===== src/design/pwpm_defines.svh =====
// constants for password entry and page mapping block
`ifndef PWPM_DEFINES_SVH
`define PWPM_DEFINES_SVH
`define PWPM_ADDR_NEW_PW 8'h76
`define PWPM_ADDR_SUBMIT_PW 8'h7A
`define PWPM_ADDR_BANK 8'h7E
`define PWPM_ADDR_PAGE 8'h7F
`define PWPM_ADDR_RESULT 8'h2A
`define PWPM_ADDR_CAP 8'h97
`define PWPM_ADDR_UPPER_MIN 8'h80
`define PWPM_HOST_PW_RESET 32'h0000_1011
`define PWPM_MODULE_PW_RESET 32'h8000_0000
`define PWPM_PW_MSB 31
`define PWPM_RES_IDLE 4'h0
`define PWPM_RES_BUSY 4'h1
`define PWPM_RES_ACCEPT 4'h2
`define PWPM_RES_REJECT 4'h3
`define PWPM_RES_CHANGED 4'h4
`define PWPM_CAP_SUPPORTED 2'h1
`define PWPM_CAP_LSB 4
`define PWPM_CAP_PAGE 8'h01
`define PWPM_VALIDATE_CYCLES 4'h4
`define PWPM_SWITCH_CYCLES 4'h3
`define PWPM_REG_CMD 2'h0
`define PWPM_REG_STAT 2'h1
`define PWPM_REG_DATA 2'h2
`define PWPM_REG_RDATA 2'h3
`endif


===== src/design/pwpm_pkg.sv =====
// types shared by both ends of the management link
`default_nettype none
package pwpm_pkg;
    typedef enum logic [1:0] {
        PWPM_OP_NONE,
        PWPM_OP_READ,
        PWPM_OP_WRITE
    } pwpm_op_t;
endpackage
`default_nettype wire


===== src/design/pwpm_link_if.sv =====
// byte management link between host controller and module
`default_nettype none
interface pwpm_link_if;
    logic req;
    logic wr;
    logic [7:0] addr;
    logic [2:0] len;
    logic [31:0] wdata;
    logic ack;
    logic reject;
    logic [7:0] rdata;
    modport host (output req, wr, addr, len, wdata,
        input ack, reject, rdata);
    modport module_end (input req, wr, addr, len, wdata,
        output ack, reject, rdata);
endinterface
`default_nettype wire


===== src/design/pwpm_page_map.sv =====
// page mapping register with deferred bank and switch timer
`include "pwpm_defines.svh"
`default_nettype none
module pwpm_page_map #(
    parameter logic [7:0] MAX_PAGE = 8'h03,
    parameter logic [7:0] MAX_BANK = 8'h00
) (
    input wire logic clk_sys,
    input wire logic rst_n,
    input wire logic wr_bank,
    input wire logic wr_page,
    input wire logic [7:0] bank_in,
    input wire logic [7:0] page_in,
    output logic [7:0] bank_index_reg,
    output logic [7:0] page_index_reg,
    output logic switching
);
    logic [3:0] sw_cnt_reg;
    logic supported;
    // pages 10h and up banked; below unbanked so bank ignored
    always_comb begin
        if (page_in >= 8'h10) begin
            supported = (page_in <= MAX_PAGE) && (bank_in <= MAX_BANK);
        end else begin
            supported = (page_in <= MAX_PAGE);
        end
    end
    // bank held until page byte written
    always_ff @(posedge clk_sys or negedge rst_n) begin
        if (!rst_n) begin
            bank_index_reg <= 8'h00;
        end else if (wr_page && wr_bank) begin
            bank_index_reg <= bank_in;
        end
    end
    // unsupported mapping falls back to page 00h
    always_ff @(posedge clk_sys or negedge rst_n) begin
        if (!rst_n) begin
            page_index_reg <= 8'h00;
        end else if (wr_page) begin
            page_index_reg <= supported ? page_in : 8'h00;
        end
    end
    // every page write runs a bounded switch
    always_ff @(posedge clk_sys or negedge rst_n) begin
        if (!rst_n) begin
            sw_cnt_reg <= 4'h0;
        end else if (wr_page) begin
            sw_cnt_reg <= `PWPM_SWITCH_CYCLES;
        end else if (sw_cnt_reg != 4'h0) begin
            sw_cnt_reg <= sw_cnt_reg - 4'h1;
        end
    end
    assign switching = (sw_cnt_reg != 4'h0);
endmodule
`default_nettype wire


===== src/design/pwpm_module.sv =====
// module end: password lock and page mapping registers
//
// Decided for this implementation: the strobed register port.
`include "pwpm_defines.svh"
`default_nettype none
module pwpm_module #(
    parameter logic [31:0] MODULE_PW = `PWPM_MODULE_PW_RESET,
    parameter logic [7:0] MAX_PAGE = 8'h03,
    parameter logic [7:0] MAX_BANK = 8'h00,
    parameter logic PW_SUPPORTED = 1'b1
) (
    input wire logic clk_sys,
    input wire logic rst_n,
    pwpm_link_if.module_end link,
    input wire logic mgmt_init,
    output logic unlocked,
    output logic [7:0] map_bank,
    output logic [7:0] map_page,
    output logic map_busy
);
    import pwpm_pkg::*;
    logic [31:0] host_pw_reg;
    logic [31:0] cand_reg;
    logic is_change_reg;
    logic [3:0] val_cnt_reg;
    logic [3:0] result_reg;
    logic unlocked_reg;
    logic pw_wr, chg_wr, bank_wr, page_wr, word_ok;
    logic upper, reject;
    logic [7:0] rdata_next;
    logic [7:0] bank_in, page_in;
    logic validating;
    logic result_early;
    logic host_match, module_match, cand_valid;
    logic change_ok, final_step, start_val;
    logic entry_rd, cap_rd;

    assign validating = (val_cnt_reg != 4'h0);
    assign upper = (link.addr >= `PWPM_ADDR_UPPER_MIN);
    // result not stored yet while validating
    assign result_early = !link.wr && (link.addr == `PWPM_ADDR_RESULT)
        && validating;
    // whole memory refused while switching, upper may be stale
    always_comb begin
        reject = 1'b0;
        if (map_busy) begin
            reject = 1'b1;
        end else if (result_early) begin
            reject = 1'b1;
        end
    end
    assign word_ok = link.req && link.wr && !reject
        && (link.len == 3'd4) && PW_SUPPORTED;
    assign pw_wr = word_ok && (link.addr == `PWPM_ADDR_SUBMIT_PW);
    assign chg_wr = word_ok && (link.addr == `PWPM_ADDR_NEW_PW);
    // entry arriving while validating is dropped
    assign start_val = (pw_wr || chg_wr) && !validating;
    // last validation cycle settles the outcome
    assign final_step = (val_cnt_reg == 4'h1);
    assign host_match = (cand_reg == host_pw_reg);
    assign module_match = (cand_reg == MODULE_PW);
    assign cand_valid = host_match || module_match;
    // change needs unlock and a host-range value
    assign change_ok = unlocked_reg && !cand_reg[`PWPM_PW_MSB];
    // bank write from 126 with length 2, page from either
    always_comb begin
        bank_wr = 1'b0;
        page_wr = 1'b0;
        bank_in = link.wdata[31:24];
        page_in = link.wdata[31:24];
        if (link.req && link.wr && !reject) begin
            if (link.addr == `PWPM_ADDR_BANK && link.len == 3'd2) begin
                bank_wr = 1'b1;
                page_wr = 1'b1;
                page_in = link.wdata[23:16];
            end else if (link.addr == `PWPM_ADDR_PAGE
                    && link.len == 3'd1) begin
                page_wr = 1'b1;
                bank_in = map_bank;
            end
        end
    end

    pwpm_page_map #(.MAX_PAGE(MAX_PAGE), .MAX_BANK(MAX_BANK)) u_map (
        .clk_sys(clk_sys),
        .rst_n(rst_n),
        .wr_bank(bank_wr),
        .wr_page(page_wr),
        .bank_in(bank_in),
        .page_in(page_in),
        .bank_index_reg(map_bank),
        .page_index_reg(map_page),
        .switching(map_busy)
    );

    // candidate held internally, entry bytes read zero
    always_ff @(posedge clk_sys or negedge rst_n) begin
        if (!rst_n) begin
            cand_reg <= 32'h0000_0000;
        end else if (start_val) begin
            cand_reg <= link.wdata;
        end
    end
    // remembers which area started the validation
    always_ff @(posedge clk_sys or negedge rst_n) begin
        if (!rst_n) begin
            is_change_reg <= 1'b0;
        end else if (start_val) begin
            is_change_reg <= chg_wr;
        end
    end
    always_ff @(posedge clk_sys or negedge rst_n) begin
        if (!rst_n) begin
            val_cnt_reg <= 4'h0;
        end else if (start_val) begin
            val_cnt_reg <= `PWPM_VALIDATE_CYCLES;
        end else if (validating) begin
            val_cnt_reg <= val_cnt_reg - 4'h1;
        end
    end
    always_ff @(posedge clk_sys or negedge rst_n) begin
        if (!rst_n) begin
            host_pw_reg <= `PWPM_HOST_PW_RESET;
        end else if (final_step && is_change_reg && change_ok) begin
            host_pw_reg <= cand_reg;
        end
    end
    always_ff @(posedge clk_sys or negedge rst_n) begin
        if (!rst_n) begin
            unlocked_reg <= 1'b0;
        end else if (mgmt_init) begin
            unlocked_reg <= 1'b0;
        end else if (final_step && !is_change_reg) begin
            unlocked_reg <= cand_valid;
        end
    end
    always_ff @(posedge clk_sys or negedge rst_n) begin
        if (!rst_n) begin
            result_reg <= `PWPM_RES_IDLE;
        end else if (start_val) begin
            result_reg <= `PWPM_RES_BUSY;
        end else if (final_step) begin
            if (is_change_reg) begin
                result_reg <= change_ok ? `PWPM_RES_CHANGED
                    : `PWPM_RES_REJECT;
            end else if (cand_valid) begin
                result_reg <= `PWPM_RES_ACCEPT;
            end else begin
                result_reg <= `PWPM_RES_REJECT;
            end
        end
    end
    // entry areas are write-only and read back as zero
    assign entry_rd = (link.addr >= `PWPM_ADDR_NEW_PW)
        && (link.addr < `PWPM_ADDR_BANK);
    // capability byte sits in page 01h of the window
    assign cap_rd = upper && (map_page == `PWPM_CAP_PAGE)
        && (link.addr == `PWPM_ADDR_CAP);
    // read mux; other window bytes return mapped page id
    always_comb begin
        rdata_next = 8'h00;
        if (cap_rd) begin
            rdata_next = PW_SUPPORTED
                ? (8'(`PWPM_CAP_SUPPORTED) << `PWPM_CAP_LSB) : 8'h00;
        end else if (upper) begin
            rdata_next = map_page;
        end else if (entry_rd) begin
            rdata_next = 8'h00;
        end else if (link.addr == `PWPM_ADDR_RESULT) begin
            rdata_next = {4'h0, result_reg};
        end else if (link.addr == `PWPM_ADDR_BANK) begin
            rdata_next = map_bank;
        end else if (link.addr == `PWPM_ADDR_PAGE) begin
            rdata_next = map_page;
        end
    end
    // read byte only beside an accepted read
    always_ff @(posedge clk_sys or negedge rst_n) begin
        if (!rst_n) begin
            link.rdata <= 8'h00;
        end else begin
            link.rdata <= (link.req && !link.wr && !reject)
                ? rdata_next : 8'h00;
        end
    end
    // one answer per request, ack or reject
    always_ff @(posedge clk_sys or negedge rst_n) begin
        if (!rst_n) begin
            link.ack <= 1'b0;
        end else begin
            link.ack <= link.req && !reject;
        end
    end
    always_ff @(posedge clk_sys or negedge rst_n) begin
        if (!rst_n) begin
            link.reject <= 1'b0;
        end else begin
            link.reject <= link.req && reject;
        end
    end
    assign unlocked = unlocked_reg;
endmodule
`default_nettype wire


===== src/flat_wrapper.sv =====
// flat-port wrapper written by rule: the top's interface ports become plain ports
module pwpm_module_flat import pwpm_pkg::*;
#(
    parameter logic [31:0] MODULE_PW = `PWPM_MODULE_PW_RESET,
    parameter logic [7:0] MAX_PAGE = 8'h03,
    parameter logic [7:0] MAX_BANK = 8'h00,
    parameter logic PW_SUPPORTED = 1'b1
)
  (clk_sys, rst_n, mgmt_init, unlocked, map_bank, map_page, map_busy, link_req, link_wr, link_addr, link_len, link_wdata, link_ack, link_reject, link_rdata);
  pwpm_link_if link_i ();
  input wire logic clk_sys;
  input wire logic rst_n;
  input wire logic mgmt_init;
  output logic unlocked;
  output logic [7:0] map_bank;
  output logic [7:0] map_page;
  output logic map_busy;
  input wire logic [$bits(link_i.req)-1:0] link_req;
  input wire logic [$bits(link_i.wr)-1:0] link_wr;
  input wire logic [$bits(link_i.addr)-1:0] link_addr;
  input wire logic [$bits(link_i.len)-1:0] link_len;
  input wire logic [$bits(link_i.wdata)-1:0] link_wdata;
  output wire logic [$bits(link_i.ack)-1:0] link_ack;
  output wire logic [$bits(link_i.reject)-1:0] link_reject;
  output wire logic [$bits(link_i.rdata)-1:0] link_rdata;
  assign link_i.req = link_req;
  assign link_i.wr = link_wr;
  assign link_i.addr = link_addr;
  assign link_i.len = link_len;
  assign link_i.wdata = link_wdata;
  assign link_ack = link_i.ack;
  assign link_reject = link_i.reject;
  assign link_rdata = link_i.rdata;
  pwpm_module #(.MODULE_PW(MODULE_PW), .MAX_PAGE(MAX_PAGE), .MAX_BANK(MAX_BANK), .PW_SUPPORTED(PW_SUPPORTED)) u_core (.clk_sys(clk_sys), .rst_n(rst_n), .link(link_i), .mgmt_init(mgmt_init), .unlocked(unlocked), .map_bank(map_bank), .map_page(map_page), .map_busy(map_busy));
endmodule

===== config.mk =====
export PLATFORM = sky130hd
export DESIGN_NAME = pwpm_module_flat
export DESIGN_NICKNAME = d
export VERILOG_FILES = /design/src/design/pwpm_pkg.sv /design/src/design/pwpm_link_if.sv /design/src/design/pwpm_page_map.sv /design/src/design/pwpm_module.sv /design/src/flat_wrapper.sv
export VERILOG_INCLUDE_DIRS = /design/src /design/src/design
export SDC_FILE = /design/constraint.sdc
export NUM_CORES = 1
export LEC_CHECK = 0
export ABC_AREA = 1
export BUFFER_PORTS_ARGS = -buffer_cell sky130_fd_sc_hd__buf_2
export CAP_MARGIN = 20
export CELL_PAD_IN_SITES_DETAIL_PLACEMENT = 1
export CELL_PAD_IN_SITES_GLOBAL_PLACEMENT = 2
export CORE_UTILIZATION = 33
export DETAILED_ROUTE_END_ITERATION = 6
export PLACE_DENSITY_LB_ADDON = 0.2
export SETUP_SLACK_MARGIN = 0.02
export SYNTH_ARGS = -nofsm -noshare
export SYNTH_HDL_FRONTEND = slang
export SYNTH_SLANG_ARGS = --single-unit

===== constraint.sdc =====
create_clock -name clk_sys -period 2.4 [get_ports clk_sys]
set_input_delay 0.24 -clock clk_sys [delete_from_list [all_inputs] [get_ports clk_sys]]
set_output_delay 0.24 -clock clk_sys [all_outputs]
set_load 0.01 [all_outputs]

==> impl_results.md <==
- Worst path slowest cell: dfrtp_1
- Die Y: between 100 and 150 µm
- Endpoint class of the critical path: flip-flop
- Fillcell total: about 1800
- Setup tns final: 0 ns
- Period Utilization, post-route: 0.861
- Mapped Cells: between 600 and 700
- First-pass GRT wire length: roughly 22000 µm
- Row count: between 40 and 50
- Post-CTS setup buffer count: 0
- Register bit total from synthesis: approximately 100
- DR iter-0 viols: just under 200
- Max Freq: a little under 500 MHz
- Clk pin slew, worst setup/hold paths: 0.07 ns
- Number of global-route vias before repair: 4359
- Worst Path Arrival: 2.28 ns
- Pin count of the biggest net entering global routing: between 60 and 70
- Core region area: around 0.015 mm²
- CTS sink count: approximately 100
- Total GRT Usage: 0.178
- Min cycle time layout: 2.07 ns
- Avg WL per Cell: ~14 µm
- Worst slew margin: 0.426
- Post-synth top cells: nand2_1 (192), inv_1 (105), dfrtp_1 (100)
- N_diodes: 0
- Final antenna-violating net count: 0
- Root Driver: clkbuf_16
- Hold crit path type: input port to flip-flop
- Outcome: finished, final reports clean
- Total gr overflow: 0
- Slew Limit Fails: 0
- Sequential fraction of the synthesis area: 0.516
- Starting Density: 0.342
- Cell Area, Synth: 0.00500 mm²
- Hold buffers post-CTS: 1
- Largest area contributor in the netlist: dfrtp_1
- Avg Synthesized Cell Area: around 8 µm²
- Clk_lat worst skew: 0.35 ns
- EDFF count, synth: 0
- Yosys warning total: 0
- CP cell instances: inv_1, ha_1, nand2_2, inv_2, nand3_2, nor4_4, nand3_2, buf_4, nand2_1, o21ai_2
- Final setup fails: 0
- # DRC: 0
- Async SR Flop Fraction: 1.00
- Port bufs: between 70 and 80
- Ratio of cells with drive above 1 in the final layout: 0.164
- CP max stage delay: around 0.38 ns
- Fin. Hold Viols: 0
- Die Wd: ~130 µm
- CTS Buf Count: 9
- Pleak: between 0.003 and 0.004 µW
- Via-to-Cell Ratio: around 4.7
- Top cell by count, worst path: nand3_2
- Fin nets: 758
- I/O pin cnt: 76
- Layout Skew: between 0.006 and 0.007 ns
- Synth unique cells: 35
- P per Cell Area: approximately 640 mW/mm²
- CP Launch Type: flip-flop
- Main synth FF type: dfrtp_1
- Hold WS: 0.121 ns
- Synth area leaders: dfrtp_1 (50%), nand2_1 (14%), inv_1 (7.9%)
- Initial antenna violation count: 0
- PostCTS Resize Cnt: 0
- Die area: roughly 0.016 mm²
- WS Path Type: flip-flop to flip-flop
- First-pass DRT Iterations: 6
- Max-cap violations: 0
- Vias post-DR: approximately 4200
- Worst Tran Pin Value: 0.854 ns
- H-tree depth: 3
- Clk buf depth: 2
- RSZ-0062 raised after global routing: false
- Most common cell in the netlist: nand2_1
- Placer Congestion: 0.796
- Worst Path Max Fanout: 68
- Syn nets: 678
- WP data required: about 2.6 ns
- CTS tree: built
- DRT Wirelength: about 13000 µm
- Synthesis-to-layout area growth: 17.6%
- Share of Yosys cell area claimed by the top area cell type: 0.500
- DP Wirelength: 9670 µm
- Worst IR drop on VDD: 0.397 mV
-- worst paths after layout --
check / start / cells past startpoint / end / slack, ns
max: u_core.u_map.sw_cnt_reg[0]$_DFFE_PN0P_ / 10 / u_core.cand_reg[0]$_DFFE_PN0P_ / 0.33
min reg2reg: u_core.is_change_reg$_DFFE_PN0P_ / 2 / u_core.is_change_reg$_DFFE_PN0P_ / 0.50
min: link_wdata[15] / 3 / u_core.cand_reg[15]$_DFFE_PN0P_ / 0.12
min in group asynchronous: rst_n / 2 / u_core.link.rdata[6]$_DFF_PN0_ / 0.34
max in group asynchronous: rst_n / 3 / u_core.host_pw_reg[0]$_DFFE_PN1P_ / 1.41
max reg2reg: u_core.u_map.sw_cnt_reg[0]$_DFFE_PN0P_ / 10 / u_core.cand_reg[0]$_DFFE_PN0P_ / 0.33
-- cells by family (layout without fill, tap and decap cells) --
| kind of cell | count (synthesis) | after routing | synth area share |
|---|---|---|---|
| simple gates | 282 | 282 | 0.236 |
| buf+inv | 123 | 208 | 0.0980 |
| flops | 103 | 103 | 0.516 |
| compound gates | 92 | 92 | 0.101 |
| xor+xnor | 24 | 24 | 0.0420 |
| fa+ha+maj | 3 | 3 | 0.00750 |
-- worst max-delay path: cells and delay by family, from the launching register on --
family / cells / cell delay [ns]
compound gates: 1 / 0.07
fa+ha+maj: 1 / 0.22
buf+inv: 3 / 0.56
flops: 1 / 0.38
simple gates: 5 / 0.68
-- layout make-up --
type	count	area, µm²	share of cell area
clock buffer	9	225	0.0383
clock inverter	7	47.5	0.00808
inverter	107	402	0.0682
multi-input combinational	401	1930	0.328
sequential	103	2580	0.438
tap	184	230	0.0391
timing repair buffer	85	468	0.0795
-- layout by cell type, fill, tap and decap left out, types with 5 or more instances in the layout --
| master | synthesis | layout |
|---|---|---|
| nor4_1 | 5 | 5 |
| o21ai_1 | 20 | 20 |
| o21ai_0 | 48 | 48 |
| inv_1 | 105 | 105 |
| o21ai_2 | 5 | 5 |
| nand4_1 | 5 | 5 |
| nor3_1 | 11 | 11 |
| a31oi_1 | 6 | 6 |
| dfrtp_1 | 100 | 100 |
| clkbuf_16 | 0 | 9 |
| nand2_1 | 192 | 192 |
| nor2_1 | 38 | 38 |
| a21oi_1 | 5 | 5 |
| buf_2 | 5 | 74 |
| nand3_1 | 23 | 23 |
| xnor2_1 | 23 | 23 |
| buf_4 | 0 | 9 |
-- layer usage --
layer  track usage  vias to the layer above  routed length, µm
met5             0                        -                  0
met4        0.0409                        0                119
met3        0.0428                        7                387
met2         0.285                       50               5900
met1         0.245                     2046               6370
li1              -                     2100                  -
-- power by group --
part	internal (µW)	total [µW]	switching (µW)	leakage, µW
clock	706	1390	688	0.000132
sequential	1830	1880	50.1	0.00137
combinational	189	525	337	0.00157
total	2720	3790	1070	0.00307
-- stage by stage --
stage | setup slack [ns] | total power [µW] | utilization | area [µm²] | instances
after floorplan | 0.643 | 2220 | - | 5000 | 627
after global placement | 0.464 | 2400 | 0.383 | 5600 | 879
after detailed placement | 0.336 | 2440 | 0.383 | 5600 | 879
after CTS | 0.313 | 3860 | 0.402 | 5890 | 896
after global routing | 0.126 | 4000 | 0.402 | 5890 | 896
final | 0.333 | 3790 | 0.402 | 5890 | 896
Note: power is estimated with default switching activity, not from simulation.
